[src/tio_map.svh]
// tio_map.svh: register offsets, field positions and reset values of
// the timer pin I/O control block for channels 2 and 3.
// assumes byte addresses on a 32-bit Avalon-MM slave, one word each.
`ifndef TIO_MAP_SVH
`define TIO_MAP_SVH
`define TIO_OFS_CTRL_2B    8'h00
`define TIO_OFS_CTRL_3B    8'h04
`define TIO_OFS_CTRL_3D    8'h08
`define TIO_OFS_MODE_3     8'h0C
`define TIO_OFS_CTRL_4     8'h10
`define TIO_OFS_GR_2B      8'h14
`define TIO_OFS_GR_3B      8'h18
`define TIO_OFS_GR_3D      8'h1C
`define TIO_OFS_PINS       8'h20
`define TIO_FLD_HI         7
`define TIO_FLD_LO         4
`define TIO_FLD_RST        4'h0
`define TIO_D_BUF_BIT      0
`define TIO_D_BUF_RST      1'h0
`define TIO_PSC_HI         2
`define TIO_PSC_LO         0
`define TIO_PSC_RST        3'h0
`define TIO_PSC_UNDIVIDED  3'h0
`define TIO_GR_RST         16'hFFFF
`define TIO_PINS_OE_LO     4
`endif

[src/tio_pkg.sv]
// tio_pkg: types shared by the timer pin I/O control block.
// assumes tio_map.svh holds all offsets and reset values.
package tio_pkg;
    parameter int TIO_GR_W = 16;   // general register width
    // role decoded from a 4-bit control field
    typedef enum logic [1:0]
    {
        TIO_ROLE_OFF     = 2'b00,
        TIO_ROLE_COMPARE = 2'b01,
        TIO_ROLE_CAP_PIN = 2'b10,
        TIO_ROLE_CAP_CNT = 2'b11
    } tio_role_type;
    // synchroniser and edge detector state
    typedef struct packed {
        logic s1;
        logic s2;
        logic prev;
    } tio_edge_state_type;
    // one general register with its pin
    typedef struct packed {
        logic [TIO_GR_W-1:0] gr;
        logic                pin_o;
        logic                cap;
    } tio_unit_state_type;
    // top-level bus and control state
    typedef struct packed {
        logic        ack;
        logic [31:0] rdata;
        logic [3:0]  ctrl_2b;
        logic [3:0]  ctrl_3b;
        logic [3:0]  ctrl_3d;
        logic        d_buf;
        logic [2:0]  psc;
        logic [2:0]  fwr;
    } tio_top_state_type;
endpackage

[src/tio_pin_edge.sv]
// tio_pin_edge: two-flop synchroniser for a timer pin with edge pulses.
// assumes the pin is asynchronous to CLK; edges show two clocks late.
`timescale 1ns/100ps
`default_nettype none
module tio_pin_edge
    import tio_pkg::*;
(
    input  wire logic clk,
    input  wire logic rst,
    input  wire logic pin_i,
    output logic      rise,
    output logic      fall
);
    tio_edge_state_type st;       // registered state
    tio_edge_state_type next_st;  // next state

    // shift chain; s1 feeds only s2
    always_comb
    begin
        next_st      = st;
        next_st.s1   = pin_i;
        next_st.s2   = st.s1;
        next_st.prev = st.s2;
    end

    // register the state
    always_ff @(posedge clk or posedge rst)
    begin
        if (rst)
            st <= '0;
        else
            st <= next_st;
    end

    // edges seen past the synchroniser only
    assign rise = st.s2 & ~st.prev;
    assign fall = ~st.s2 & st.prev;
endmodule // tio_pin_edge
`default_nettype wire

[src/tio_gr_unit.sv]
// tio_gr_unit: one general register with its control field and pin.
// assumes field and field_wr come from flops of the same clock.
`timescale 1ns/100ps
`default_nettype none
`include "tio_map.svh"
module tio_gr_unit
    import tio_pkg::*;
#(
    parameter bit HAS_CNT_CAP = 1'b0   // channel 3 style count capture
)
(
    input  wire logic                clk,
    input  wire logic                rst,
    input  wire logic [3:0]          field,      // control field
    input  wire logic                field_wr,   // field just written
    input  wire logic                blocked,    // buffer mode
    input  wire logic                cnt_cap_ok, // count capture usable
    input  wire logic [TIO_GR_W-1:0] count,      // owning counter
    input  wire logic                count_tick, // counter updated
    input  wire logic                pin_rise,
    input  wire logic                pin_fall,
    input  wire logic                cnt_event,  // ch4 counted
    input  wire logic                sw_wr,
    input  wire logic [TIO_GR_W-1:0] sw_data,
    input  wire logic [1:0]          sw_be,
    output logic [TIO_GR_W-1:0]      gr,
    output logic                     pin_o,
    output logic                     pin_oe,
    output logic                     capture
);
    tio_unit_state_type st;       // registered state
    tio_unit_state_type next_st;  // next state
    tio_role_type       role;     // decoded role
    logic               match;    // compare match this cycle
    logic               cap;      // capture event this cycle

    // decode role, find events, update register and pin
    always_comb
    begin
        next_st = st;
        if (!field[3])
            role = (field[1:0] == 2'b00) ? TIO_ROLE_OFF : TIO_ROLE_COMPARE;
        else if (HAS_CNT_CAP && field[2])
            role = TIO_ROLE_CAP_CNT;
        else
            role = TIO_ROLE_CAP_PIN;  // bit 6 ignored without count capture
        match = count_tick && (count == st.gr) && (role == TIO_ROLE_COMPARE)
                && !blocked;
        cap = 1'b0;
        if (role == TIO_ROLE_CAP_PIN && !blocked)
        begin
            if (field[1])
                cap = pin_rise | pin_fall;
            else if (field[0])
                cap = pin_fall;
            else
                cap = pin_rise;
        end
        if (role == TIO_ROLE_CAP_CNT && !blocked)
            cap = cnt_event && cnt_cap_ok;
        // software write, capture wins if both land together
        if (sw_wr && sw_be[0])
            next_st.gr[7:0] = sw_data[7:0];
        if (sw_wr && sw_be[1])
            next_st.gr[TIO_GR_W-1:8] = sw_data[TIO_GR_W-1:8];
        if (cap)
            next_st.gr = count;
        next_st.cap = cap;
        // initial level on field write, else compare action
        if (field_wr && role == TIO_ROLE_COMPARE)
            next_st.pin_o = field[2];
        else if (match)
        begin
            case (field[1:0])
                2'b01:   next_st.pin_o = 1'b0;
                2'b10:   next_st.pin_o = 1'b1;
                2'b11:   next_st.pin_o = ~st.pin_o;
                default: next_st.pin_o = st.pin_o;
            endcase
        end
    end

    // register the state
    always_ff @(posedge clk or posedge rst)
    begin
        if (rst)
        begin
            st.gr    <= `TIO_GR_RST;
            st.pin_o <= 1'b0;
            st.cap   <= 1'b0;
        end
        else
            st <= next_st;
    end

    assign gr      = st.gr;
    assign pin_o   = st.pin_o;
    // drive only in compare roles; 0000 and 0100 release the pin
    assign pin_oe  = (role == TIO_ROLE_COMPARE) && !blocked;
    assign capture = st.cap;
endmodule // tio_gr_unit
`default_nettype wire

[src/tio_io_ctrl.sv]
// tio_io_ctrl: pin I/O control of general registers B of channel 2,
// and B and D of channel 3, with an Avalon-MM register slave.
// assumes counters and the ch4 count event come from CLK-domain logic;
// timer pins are asynchronous and are synchronised here.
//
// Contract
// - field bits 7:4, reset 0; 0001 low
// - compare code x010 drives pin high
// - compare code x011 toggles the pin
// - 0100 off; 0101-0111 start high
// - 1x00 captures on pin rising edge
// - capture code 1x01 uses falling edge
// - capture code 1x1x uses both edges
// - ch3 code 11xx captures on ch4 counting
// - no count capture when ch4 undivided
// - D buffer mode kills capture, compare
//
// Decided for this implementation: register access over Avalon-MM and the register addresses.
`timescale 1ns/100ps
`default_nettype none
`include "tio_map.svh"
module tio_io_ctrl
    import tio_pkg::*;
(
    input  wire logic                CLK,
    input  wire logic                RST,
    // avalon-mm slave
    input  wire logic [7:0]          AVS_ADDRESS,
    input  wire logic                AVS_READ,
    input  wire logic                AVS_WRITE,
    input  wire logic [31:0]         AVS_WRITEDATA,
    input  wire logic [3:0]          AVS_BYTEENABLE,
    output logic [31:0]              AVS_READDATA,
    output logic                     AVS_WAITREQUEST,
    // counters of channels 2 and 3 and ch4 count event
    input  wire logic [TIO_GR_W-1:0] CH2_COUNT,
    input  wire logic                CH2_COUNT_TICK,
    input  wire logic [TIO_GR_W-1:0] CH3_COUNT,
    input  wire logic                CH3_COUNT_TICK,
    input  wire logic                CH4_COUNT_EVENT,
    // timer pins, split into input, output and enable
    input  wire logic                CH2_PIN_B_I,
    output logic                     CH2_PIN_B_O,
    output logic                     CH2_PIN_B_OE,
    input  wire logic                CH3_PIN_B_I,
    output logic                     CH3_PIN_B_O,
    output logic                     CH3_PIN_B_OE,
    input  wire logic                CH3_PIN_D_I,
    output logic                     CH3_PIN_D_O,
    output logic                     CH3_PIN_D_OE,
    // capture pulses: bit 0 ch2 B, bit 1 ch3 B, bit 2 ch3 D
    output logic [2:0]               CAPTURE
);
    tio_top_state_type   st;        // registered state
    tio_top_state_type   next_st;   // next state
    logic                access;    // a request is on the bus
    logic                commit;    // request completes this cycle
    logic [3:0]          wr_sel;    // field and mode register write selects
    logic [2:0]          gr_wr;     // general register write selects
    logic [TIO_GR_W-1:0] gr_2b;     // ch2 general register b
    logic [TIO_GR_W-1:0] gr_3b;     // ch3 general register b
    logic [TIO_GR_W-1:0] gr_3d;     // ch3 general register d
    logic [2:0]          rise;      // synchronised rising edges
    logic [2:0]          fall;      // synchronised falling edges
    logic                cnt_ok;    // ch4 count capture allowed
    logic                wr_lo;     // low byte lane enabled

    // one wait state per access: readdata is built while waitrequest is
    // high, so it stands settled at the edge where waitrequest drops
    assign access          = AVS_READ | AVS_WRITE;
    assign commit          = access & st.ack;
    assign AVS_WAITREQUEST = access & ~st.ack;
    assign AVS_READDATA    = st.rdata;
    assign wr_lo           = AVS_WRITE & commit & AVS_BYTEENABLE[0];

    // count capture is pointless on the undivided clock
    assign cnt_ok = (st.psc != `TIO_PSC_UNDIVIDED);

    // address decode of write strobes
    always_comb
    begin
        wr_sel = 4'h0;
        gr_wr  = 3'h0;
        if (AVS_WRITE && commit)
        begin
            case (AVS_ADDRESS)
                `TIO_OFS_CTRL_2B: wr_sel[0] = 1'b1;
                `TIO_OFS_CTRL_3B: wr_sel[1] = 1'b1;
                `TIO_OFS_CTRL_3D: wr_sel[2] = 1'b1;
                `TIO_OFS_MODE_3:  wr_sel[3] = 1'b1;
                `TIO_OFS_GR_2B:   gr_wr[0]  = 1'b1;
                `TIO_OFS_GR_3B:   gr_wr[1]  = 1'b1;
                `TIO_OFS_GR_3D:   gr_wr[2]  = 1'b1;
                default:          gr_wr     = 3'h0;  // unmapped: ignored
            endcase
        end
    end

    // bus handshake, control registers and read mux
    always_comb
    begin
        next_st     = st;
        next_st.ack = access & ~st.ack;
        next_st.fwr = 3'h0;
        // field writes; the pulse follows the new field by no cycle
        if (wr_sel[0] && wr_lo)
        begin
            next_st.ctrl_2b = AVS_WRITEDATA[`TIO_FLD_HI:`TIO_FLD_LO];
            next_st.fwr[0]  = 1'b1;
        end
        if (wr_sel[1] && wr_lo)
        begin
            next_st.ctrl_3b = AVS_WRITEDATA[`TIO_FLD_HI:`TIO_FLD_LO];
            next_st.fwr[1]  = 1'b1;
        end
        if (wr_sel[2] && wr_lo)
        begin
            next_st.ctrl_3d = AVS_WRITEDATA[`TIO_FLD_HI:`TIO_FLD_LO];
            next_st.fwr[2]  = 1'b1;
        end
        // channel 3 mode: buffer mode bit of register d
        if (wr_sel[3] && wr_lo)
            next_st.d_buf = AVS_WRITEDATA[`TIO_D_BUF_BIT];
        // channel 4 control: prescaler select
        if (AVS_WRITE && commit && AVS_BYTEENABLE[0]
            && AVS_ADDRESS == `TIO_OFS_CTRL_4)
            next_st.psc = AVS_WRITEDATA[`TIO_PSC_HI:`TIO_PSC_LO];
        // read data captured in the wait cycle; unmapped reads give zero
        next_st.rdata = 32'h0000_0000;
        if (AVS_READ && !st.ack)
        begin
            case (AVS_ADDRESS)
                `TIO_OFS_CTRL_2B:
                    next_st.rdata[`TIO_FLD_HI:`TIO_FLD_LO] = st.ctrl_2b;
                `TIO_OFS_CTRL_3B:
                    next_st.rdata[`TIO_FLD_HI:`TIO_FLD_LO] = st.ctrl_3b;
                `TIO_OFS_CTRL_3D:
                    next_st.rdata[`TIO_FLD_HI:`TIO_FLD_LO] = st.ctrl_3d;
                `TIO_OFS_MODE_3:
                    next_st.rdata[`TIO_D_BUF_BIT] = st.d_buf;
                `TIO_OFS_CTRL_4:
                    next_st.rdata[`TIO_PSC_HI:`TIO_PSC_LO] = st.psc;
                `TIO_OFS_GR_2B:
                    next_st.rdata[TIO_GR_W-1:0] = gr_2b;
                `TIO_OFS_GR_3B:
                    next_st.rdata[TIO_GR_W-1:0] = gr_3b;
                `TIO_OFS_GR_3D:
                    next_st.rdata[TIO_GR_W-1:0] = gr_3d;
                `TIO_OFS_PINS:
                begin
                    // live pin levels and enables
                    next_st.rdata[2:0] = {CH3_PIN_D_O, CH3_PIN_B_O, CH2_PIN_B_O};
                    next_st.rdata[`TIO_PINS_OE_LO+2:`TIO_PINS_OE_LO] =
                        {CH3_PIN_D_OE, CH3_PIN_B_OE, CH2_PIN_B_OE};
                end
                default:
                    next_st.rdata = 32'h0000_0000;
            endcase
        end
    end

    // register the state; fields reset to output disabled
    always_ff @(posedge CLK or posedge RST)
    begin
        if (RST)
        begin
            st.ack     <= 1'b0;
            st.rdata   <= 32'h0000_0000;
            st.ctrl_2b <= `TIO_FLD_RST;
            st.ctrl_3b <= `TIO_FLD_RST;
            st.ctrl_3d <= `TIO_FLD_RST;
            st.d_buf   <= `TIO_D_BUF_RST;
            st.psc     <= `TIO_PSC_RST;
            st.fwr     <= 3'h0;
        end
        else
            st <= next_st;
    end

    // pin synchronisers; output-only use simply ignores the edges
    tio_pin_edge u_edge_2b
    (
        .clk   (CLK),
        .rst   (RST),
        .pin_i (CH2_PIN_B_I),
        .rise  (rise[0]),
        .fall  (fall[0])
    );
    tio_pin_edge u_edge_3b
    (
        .clk   (CLK),
        .rst   (RST),
        .pin_i (CH3_PIN_B_I),
        .rise  (rise[1]),
        .fall  (fall[1])
    );
    tio_pin_edge u_edge_3d
    (
        .clk   (CLK),
        .rst   (RST),
        .pin_i (CH3_PIN_D_I),
        .rise  (rise[2]),
        .fall  (fall[2])
    );

    // channel 2 register b: no count capture, bit 6 is don't-care in capture codes
    tio_gr_unit #(.HAS_CNT_CAP (1'b0)) u_gr_2b
    (
        .clk        (CLK),
        .rst        (RST),
        .field      (st.ctrl_2b),
        .field_wr   (st.fwr[0]),
        .blocked    (1'b0),
        .cnt_cap_ok (1'b0),
        .count      (CH2_COUNT),
        .count_tick (CH2_COUNT_TICK),
        .pin_rise   (rise[0]),
        .pin_fall   (fall[0]),
        .cnt_event  (1'b0),
        .sw_wr      (gr_wr[0]),
        .sw_data    (AVS_WRITEDATA[TIO_GR_W-1:0]),
        .sw_be      (AVS_BYTEENABLE[1:0]),
        .gr         (gr_2b),
        .pin_o      (CH2_PIN_B_O),
        .pin_oe     (CH2_PIN_B_OE),
        .capture    (CAPTURE[0])
    );

    // channel 3 register b: may capture on ch4 counting
    tio_gr_unit #(.HAS_CNT_CAP (1'b1)) u_gr_3b
    (
        .clk        (CLK),
        .rst        (RST),
        .field      (st.ctrl_3b),
        .field_wr   (st.fwr[1]),
        .blocked    (1'b0),
        .cnt_cap_ok (cnt_ok),
        .count      (CH3_COUNT),
        .count_tick (CH3_COUNT_TICK),
        .pin_rise   (rise[1]),
        .pin_fall   (fall[1]),
        .cnt_event  (CH4_COUNT_EVENT),
        .sw_wr      (gr_wr[1]),
        .sw_data    (AVS_WRITEDATA[TIO_GR_W-1:0]),
        .sw_be      (AVS_BYTEENABLE[1:0]),
        .gr         (gr_3b),
        .pin_o      (CH3_PIN_B_O),
        .pin_oe     (CH3_PIN_B_OE),
        .capture    (CAPTURE[1])
    );

    // channel 3 register d: silenced while used as a buffer
    tio_gr_unit #(.HAS_CNT_CAP (1'b1)) u_gr_3d
    (
        .clk        (CLK),
        .rst        (RST),
        .field      (st.ctrl_3d),
        .field_wr   (st.fwr[2]),
        .blocked    (st.d_buf),
        .cnt_cap_ok (cnt_ok),
        .count      (CH3_COUNT),
        .count_tick (CH3_COUNT_TICK),
        .pin_rise   (rise[2]),
        .pin_fall   (fall[2]),
        .cnt_event  (CH4_COUNT_EVENT),
        .sw_wr      (gr_wr[2]),
        .sw_data    (AVS_WRITEDATA[TIO_GR_W-1:0]),
        .sw_be      (AVS_BYTEENABLE[1:0]),
        .gr         (gr_3d),
        .pin_o      (CH3_PIN_D_O),
        .pin_oe     (CH3_PIN_D_OE),
        .capture    (CAPTURE[2])
    );
endmodule // tio_io_ctrl
`default_nettype wire

[config.mk]
export PLATFORM = sky130hd
export DESIGN_NAME = tio_io_ctrl
export DESIGN_NICKNAME = d
export VERILOG_FILES = /design/src/tio_pkg.sv /design/src/tio_pin_edge.sv /design/src/tio_gr_unit.sv /design/src/tio_io_ctrl.sv
export VERILOG_INCLUDE_DIRS = /design/src /design/src/src
export SDC_FILE = /design/constraint.sdc
export NUM_CORES = 1
export LEC_CHECK = 0
export BUFFER_PORTS_ARGS = -buffer_cell sky130_fd_sc_hd__buf_4
export CORE_MARGIN = 4
export CORE_UTILIZATION = 46
export DETAILED_ROUTE_END_ITERATION = 8
export GPL_ROUTABILITY_DRIVEN = 0
export PLACE_DENSITY_LB_ADDON = 0.2
export SLEW_MARGIN = 20
export SYNTH_ARGS = -nofsm -noshare
export SYNTH_HDL_FRONTEND = slang
export SYNTH_HIERARCHICAL = 1
export SYNTH_SLANG_ARGS = --single-unit
[constraint.sdc]
create_clock -name CLK -period 1.5 [get_ports CLK]
set_input_delay 0.3 -clock CLK [delete_from_list [all_inputs] [get_ports CLK]]
set_output_delay 0.3 -clock CLK [all_outputs]
set_load 0.05 [all_outputs]
Yosys cells after proc, flatten, opt, wreduce, memory -nomap -nowiden --
Index checks and enable logic that the tools add are counted.
Cells by class: mux-type cells 57, eq/ne operators 29, bitwise operators 24, reductions and logical operators 50
Operators with widths (count):
- $mux W16 | 4
- $eq A16 B16 Y1 | 3
- $mux W8 | 6
- $mux W1 | 33
- $eq A8 B5 Y1 const B | 4
- $logic_and A1 B1 Y1 | 28
- $eq A2 B2 Y1 const B | 12
- $pmux W8 S3 | 1
- $pmux W3 S7 | 1
- $reduce_bool A2 Y1 | 9
- $eq A8 B4 Y1 const B | 2
- $eq A2 B1 Y1 const B | 6
- $pmux W1 S3 | 4
- $pmux W1 S6 | 2
- $reduce_bool A4 Y1 | 3
- $and A1 B1 Y1 | 10
- $not A1 Y1 | 10
- $pmux W2 S5 | 1
- $eq A8 B3 Y1 const B | 1
- $eq A8 B6 Y1 const B | 1
- $logic_not A8 Y1 | 1
- $logic_not A2 Y1 | 3
- $mux W2 | 3
- $reduce_and A2 Y1 | 3
- 5 further kinds | 9
Word-level totals: input bits 86, logic and storage cells 189, flip-flop bits (word level) 115, output and inout port bits 42

Longest topological paths before layout --
Gate-level depths: netlist (run 1).
word-level depth 8, depth in mapped cells 8, gate-level depth less buffers 7

Hierarchy --
Netlist (run 1), hierarchy kept.
By module, submodules not included:
- tio_io_ctrl | cells an instance 213, area each 2188.3 um^2, sequential area each 900.9 um^2, times used 1
- tio_gr_unit at u_gr_3b ... | cells an instance 111, area each 1084.8 um^2, sequential area each 470.5 um^2, times used 2
- tio_gr_unit at u_gr_2b | cells an instance 109, area each 1096.1 um^2, sequential area each 470.5 um^2, times used 1
- tio_pin_edge | cells an instance 6, area each 93.8 um^2, sequential area each 75.1 um^2, times used 3

Least setup slack after synthesis (run 1) --
OpenSTA, ideal clock, no wires.
path type register to register, from reg st[15] in the netlist's numbering, to reg st, in the netlist AVS_READDATA[4], period minus slack after synthesis 2.411 ns, buffers on the path 0, cell stages (with the launch flop) 7, library setup time 0.082 ns, required time 1.418 ns, setup slack -0.911 ns, data arrival time 2.330 ns, cells stage by stage dfrtp_1 nor2_1 nor3_1 nand3b_1 a2111oi_0 a21oi_1 a31oi_1
RTL lines:
- start, declared | line tio_io_ctrl.sv:54 | tio_top_state_type st;
- start signal, assigned | line tio_io_ctrl.sv:177 | st <= next_st;

Worst setup path in the final report (run 1) --
from reg u_gr_3b/gr[6] (netlist name), to reg u_gr_3b/pin_o (netlist name)
On the way: cells in the longest elaborated chain, start to end 5
RTL lines:
- $eq A16 B16 Y1 | line tio_gr_unit.sv:47 | match = count_tick && (count == st.gr) && (role == TIO_ROLE_COMPARE)
- $logic_and A1 B1 Y1 (2 in a row) | line tio_gr_unit.sv:47
- $reduce_bool A2 Y1 (no source line)
- $reduce_and A2 Y1 (no source line)
Every way passes these cells. A chain may end at the register's enable or synchronous reset.

==> flow_metrics.tcl, run 1 <==
set metrics [dict create \
    status "finished with violations" \
    violations "setup timing" \
    crit_family "simple AND/OR/NAND/NOR gates" \
    crit_chain "xnor2_1, nand4_1, or4_1, o21ai_1, a22oi_1" \
    grt_first_pass_wirelength_mm 30.7 \
    crit_slowest_cell "dfstp_2" \
    ir_drop_mv 0.531 \
    clk_latency_ns 0.35 \
    final_area_mm2 0.00884 \
    yosysWarnings 6 \
    start_util_pct 47.4 \
    hold_violations 0 \
    drt-total-wl_mm 21.3 \
    fin_skew_ns 0.0141 \
    drive_above_1_share_pct 61.8 \
    cts-buffers-inserted 9 \
    synth-edff-count 0 \
    placedCellCount 890 \
    fin_crit_sh_pct 118 \
    final_common_cell "buf_4" \
    ys_ff_latch 99 \
    drtPass1Iterations 5 \
    syn-instance-count 562 \
    drc_errors 0 \
    yosysSeqAreaShare_pct 44.2 \
    fillers 814 \
    rsz0062_at_grt "true" \
    critPathMaxStageDelay_ns 0.54 \
    path_class "register to register" \
    clock-root-buffer "clkbuf_16" \
    crit_fanout 2 \
    ctsLongestPathBuffers 2 \
    ioPinCount 128 \
    startpoint_type "register" \
    async_reset_ff_share_pct 100 \
    gr-total-overflow 0 \
    clkPwrFrac_pct 36.8 \
    swShare_pct 27.4 \
    coreArea_mm2 0.0121 \
    cts_tree "yes" \
    syn_avg_cell_area_um2 10.2 \
    p_per_area_mw_per_mm2 718 \
    pre_cts_ws_ns -0.532 \
    die_y_um 120 \
    p_comb_share_pct 18.3 \
    cts_max_level 3 \
    min-delay-path-class "input pin to register" \
    drt_iter0_markers 470 \
    num_vias 5443 \
    fin_ws_ns -0.273 \
    tns_ns -7.93 \
    ys.flop_type "dfrtp_1" \
    yosysUniqueCellTypes 55 \
    area_delta_synth_final_pct 54.2 \
    die_area_mm2 0.0143 \
    crit_required_ns 1.72 \
    die_x_um 120 \
    power.switching_mw 1.74 \
    fin_crit_ns 1.77 \
    setup_violations 58 \
    synth_area_mm2 0.00574 \
    synth.top_cell.area_share_pct 22.3 \
    seq_power_share_pct 44.9 \
    clkTransAtPathRegs_ns 0.07 \
    layout_common_cells "buf_4, dfrtp_1, dfstp_2, mux2i_1, o21ai_2" \
    critPathBufInv 0 \
    holdWs_ns 0.0635 \
    yosys-top-cells-area "dfrtp_1, dfstp_2, mux2i_1" \
    n_antenna_cell 0 \
    end_kind "register" \
    leakagePower_nw 4.23 \
    register_area_mm2 0.00254 \
    routed_via_density 5.72 \
    grt_pass1_vias 5550 \
    finalMaxSlewViolations 0 \
    ant_nets 0 \
    p_int_mw 4.61 \
    routedWlPerCell_um 22.4 \
    fmax_mhz 564 \
    stdcell_count 951 \
    multi_input_area_mm2 0.00364 \
    place_area_mm2 0.00725 \
    rows 40 \
    numClockSinks 99 \
    portBuffers 93 \
    grt_max_degree 34 \
    finalNetCount 864 \
    antenna_found_initial 0 \
    max-cap-violations 0 \
    cp_data_arrival_time_ns 1.99 \
    track_usage_pct 28.1 \
    hpwl_mm 13.2 \
    synth_top_area_cell "dfrtp_1" \
]
[power groups by stage]
| stage | clock, mW | sequential [mW] | combinational [mW] |
|---|---|---|---|
| finish | 2.34 | 2.85 | 1.16 |
| global placement | 0 | 2.88 | 0.942 |
| floorplan | 0 | 2.88 | 0.485 |
| detailed placement | 0 | 2.89 | 0.958 |
| CTS | 2.34 | 2.84 | 1.05 |
| global route | 2.46 | 2.86 | 1.22 |
[registers in the layout, summed over array words and instances (netlist names)]
signal             cells
u_gr_3b/gr            16
u_gr_2b/capture        1
u_gr_2b/pin_o          1
u_edge_3b/next_st      2
AVS_READDATA          16
u_gr_2b/gr            16
u_gr_3d/gr            16
u_edge_3b/st           1
u_gr_3d/pin_o          1
u_edge_3d/next_st      2
u_gr_3b/capture        1
u_edge_2b/st           1
u_gr_3b/pin_o          1
u_gr_3d/capture        1
st                    20
u_edge_3d/st           1
u_edge_2b/next_st      2
[cells by family (layout without fill, tap and decap cells)]
family	Yosys count	after routing	share of synthesized area, %
buffers and inverters	64	265	7.13
and+or+nand+nor	171	171	15.4
AOI/OAI and AO/OA	93	93	9.51
muxes	86	86	16.3
DFF	99	99	44.2
xor gates and xnor gates	48	48	7.33
other	1	21	0.0654
[final timing paths]
check,startpoint,endpoint,slack [ns],cells past startpoint
max,u_gr_3b/gr[6]$_DFFE_PP1P_,u_gr_3b/pin_o$_DFFE_PP0P_,-0.27,5
min reg2reg,u_edge_2b/next_st[1]$_DFF_PP0_,u_edge_2b/next_st[0]$_DFF_PP0_,0.35,0
min in group asynchronous,RST,u_gr_2b/pin_o$_DFFE_PP0P_,0.44,3
max reg2reg,u_gr_3b/gr[6]$_DFFE_PP1P_,u_gr_3b/pin_o$_DFFE_PP0P_,-0.27,5
max in group asynchronous,RST,u_gr_3d/gr[12]$_DFFE_PP1P_,0.56,4
min,CH3_PIN_B_I,u_edge_3b/next_st[1]$_DFF_PP0_,0.06,1
[routing by layer]
layer | vias up | GRT usage [%] | routed length [µm]
met3 | 81 | 5.51 | 1760
met5 | - | 0 | 0
met4 | 0 | 12.7 | 821
li1 | 2359 | - | -
met2 | 314 | 45.2 | 10200
met1 | 2689 | 36.8 | 8470
[through the flow]
step	total power [mW]	util (%)
2_1_floorplan	3.37	-
3_3_place_gp	3.82	59.9
3_5_place_dp	3.85	59.9
4_1_cts	6.23	68.3
5_1_grt	6.53	73.0
6_report	6.35	73.0
[what timing repair did]
item,CTS,global route
hold buffers,1,0
setup endpoints to repair,76,83
buffers inserted,20,20
gates resized for setup,119,113
pin swaps,27,67
endpoints found under the hold margin,11,0
cloned,8,4
[cell usage after synthesis (6+ instances only)]
| master | number |
|---|---|
| dfstp_2 | 48 |
| nand2_1 | 70 |
| nand3_1 | 8 |
| dfrtp_1 | 51 |
| nand2b_1 | 6 |
| nand4_1 | 11 |
| inv_1 | 13 |
| buf_4 | 35 |
| mux2_2 | 28 |
| a21oi_1 | 8 |
| o21ai_0 | 46 |
| nor2_1 | 29 |
| o21ai_1 | 9 |
| nor4_1 | 6 |
| mux2i_1 | 53 |
| xor2_1 | 12 |
| nor3_1 | 8 |
| xnor2_1 | 36 |
| a22oi_1 | 13 |
[final cells by class]
| type | count | area share, % |
|---|---|---|
| multi-input cells | 419 | 41.2 |
| repair buffers | 236 | 23.8 |
| inverters | 13 | 0.552 |
| well taps | 168 | 2.38 |
| clock inverters | 3 | 0.226 |
| flip-flops and latches | 99 | 28.7 |
| clock buffers | 13 | 3.17 |
Power figures use the tool's default switching activity.
==> inputs of run 2 (changes only) <==
- PLACE_DENSITY: default -> 0.8
- PLACE_DENSITY_LB_ADDON: 0.2 -> default
- clock period: 1.5 -> 2.25 ns (I/O delays scaled with it)
==> run 2 against run 1 <==
  * The flow now finishes without violations
  * Wire length down 24%
  * Flip-flop and latch count unchanged
  * Sequential power down 33%
  * Sequential share of layout area up 8.0 points
  * Combinational power down 54%
  * Power down 33%
  * First-iteration DRC count down 24%
  * Clock power down 24%
  * Core utilization down 16 points
  * Critical path depth down 2
==> flow_metrics.tcl, run 2 (same netlist as run 1, synthesis figures left out) <==
set metrics [dict create \
    drt_iter0_markers 355 \
    total_power_mw 4.23 \
    n_antenna_cell 0 \
    fillers 1008 \
    grt_first_pass_wirelength_mm 25.1 \
    setup_violations 0 \
    r2r_end "AVS_READDATA[4]$_DFF_PP0_" \
    drt-total-wl_mm 16.1 \
    cp_data_arrival_time_ns 1.53 \
    postCtsSetupRepairBufs 0 \
    crit_fanout 6 \
    ctsLongestPathBuffers 2 \
    relSlewSlack_pct 45.2 \
    ff2ff_setup_slack_ns 0.40 \
    coreArea_mm2 0.0121 \
    drive_above_1_share_pct 33.5 \
    gr-total-overflow 0 \
    hold_violations 0 \
    path_class "register to primary output" \
    min-delay-path-class "input pin to async pin" \
    portBuffers 93 \
    clock-root-buffer "clkbuf_16" \
    cts_max_level 3 \
    area_delta_synth_final_pct 20.6 \
    finalNetCount 744 \
    leakagePower_nw 3.20 \
    die_area_mm2 0.0143 \
    fin_crit_ns 1.98 \
    final_common_cell "buf_4" \
    largest_reg_flops 20 \
    num_vias 4713 \
    start_util_pct 47.4 \
    grt_max_degree 37 \
    placedCellCount 815 \
    ant_nets 0 \
    cts_tree "yes" \
    clk_latency_ns 0.36 \
    ir_drop_mv 0.362 \
    cts_resized 0 \
    antenna_found_initial 0 \
    p_per_area_mw_per_mm2 611 \
    tightest_slew_ns 0.821 \
    fin_crit_sh_pct 88.2 \
    drtPass1Iterations 5 \
    status "completed" \
    cts-buffers-inserted 9 \
    reg2reg_from "st[16]$_DFFE_PP0P_" \
    holdWs_ns 0.00420 \
    numClockSinks 99 \
    routedWlPerCell_um 19.4 \
    finalMaxSlewViolations 0 \
    die_x_um 120 \
    fin_util_pct 57.1 \
    fmax_mhz 504 \
    tns_ns 0 \
    track_usage_pct 22.5 \
    end_kind "primary output" \
    die_y_um 120 \
    ioPinCount 128 \
    fin_skew_ns 0.00904 \
    r2r_cells 6 \
    rows 40 \
    clkTransAtPathRegs_ns 0.07 \
    drc_errors 0 \
    startpoint_type "register" \
    stdcell_count 831 \
    hold_buffers 0 \
    layout_common_cells "buf_4, nand2_1, mux2i_1, dfrtp_1, dfstp_2" \
    max-cap-violations 0 \
    grt_pass1_vias 4764 \
    hpwl_mm 12.3 \
    top_register "st" \
    crit_required_ns 1.80 \
    routed_via_density 5.67 \
    rsz0062_at_grt "false" \
]
## run 2: changes by cell type in the layout (fill, tap and decap cells not counted), sizes merged
| cell | delta |
|---|---|
| clkinv | +1 |
| bufinv | +3 |
| dlygate4sd3 | -1 |
| inv | +1 |
| clkinvlp | -2 |
| clkbuf | -6 |
| buf | -116 |
## run 2: where the power goes
part | leakage [nW] | internal (mW) | switching [mW]
sequential | 1.18 | 1.86 | 0.0506
clock | 0.167 | 1.09 | 0.697
combinational | 1.85 | 0.211 | 0.316
## run 2: cell type report
cell class	count	area (µm²)	area share, %
Sequential cell	99	2540	36.7
Clock buffer	10	229	3.31
Multi-Input combinational cell	419	2870	41.5
Inverter	13	48.8	0.706
Tap cell	168	210	3.04
Timing Repair Buffer	116	908	13.1
Clock inverter	6	113	1.63
## run 2: worst max path at each step
| stage | start | to | slack (ns) | depth (start not counted) |
|---|---|---|---|---|
| 5_1_grt | AVS_ADDRESS[5] | u_gr_3b/gr[13]$_DFFE_PP1P_ | 0.23 | 8 |
| 6_report | st[16]$_DFFE_PP0P_ | CH2_PIN_B_OE | 0.27 | 3 |
| 3_3_place_gp | AVS_ADDRESS[5] | u_gr_3b/gr[2]$_DFFE_PP1P_ | 0.04 | 8 |
| 4_1_cts | st[16]$_DFFE_PP0P_ | CH2_PIN_B_OE | 0.28 | 3 |
| 3_5_place_dp | AVS_ADDRESS[5] | u_gr_3b/gr[5]$_DFFE_PP1P_ | -0.02 | 8 |
| 2_1_floorplan | st[10]$_DFFE_PP0P_ | AVS_READDATA[6]$_DFF_PP0_ | 0.15 | 5 |
## run 2: per-stage QoR
stage                     setup slack (ns)  cell area, µm²
after floorplan                      0.152            5820
after global placement              0.0378            6570
after detailed placement           -0.0217            6570
after CTS                            0.280            6920
after global routing                 0.232            6920
final                                0.267            6920
## run 2: per-layer routing
metal  wire (µm)  track usage (%)
met1        6500             28.9
met2        7650             36.1
met3        1280             4.57
met4         718             11.5
met5           0                0
## run 2: worst max-delay path: stages (launching register included)
cell	delay [ns]
dfrtp_1	0.47
nor2_1	0.10
nor3_2	0.33
buf_4	0.28
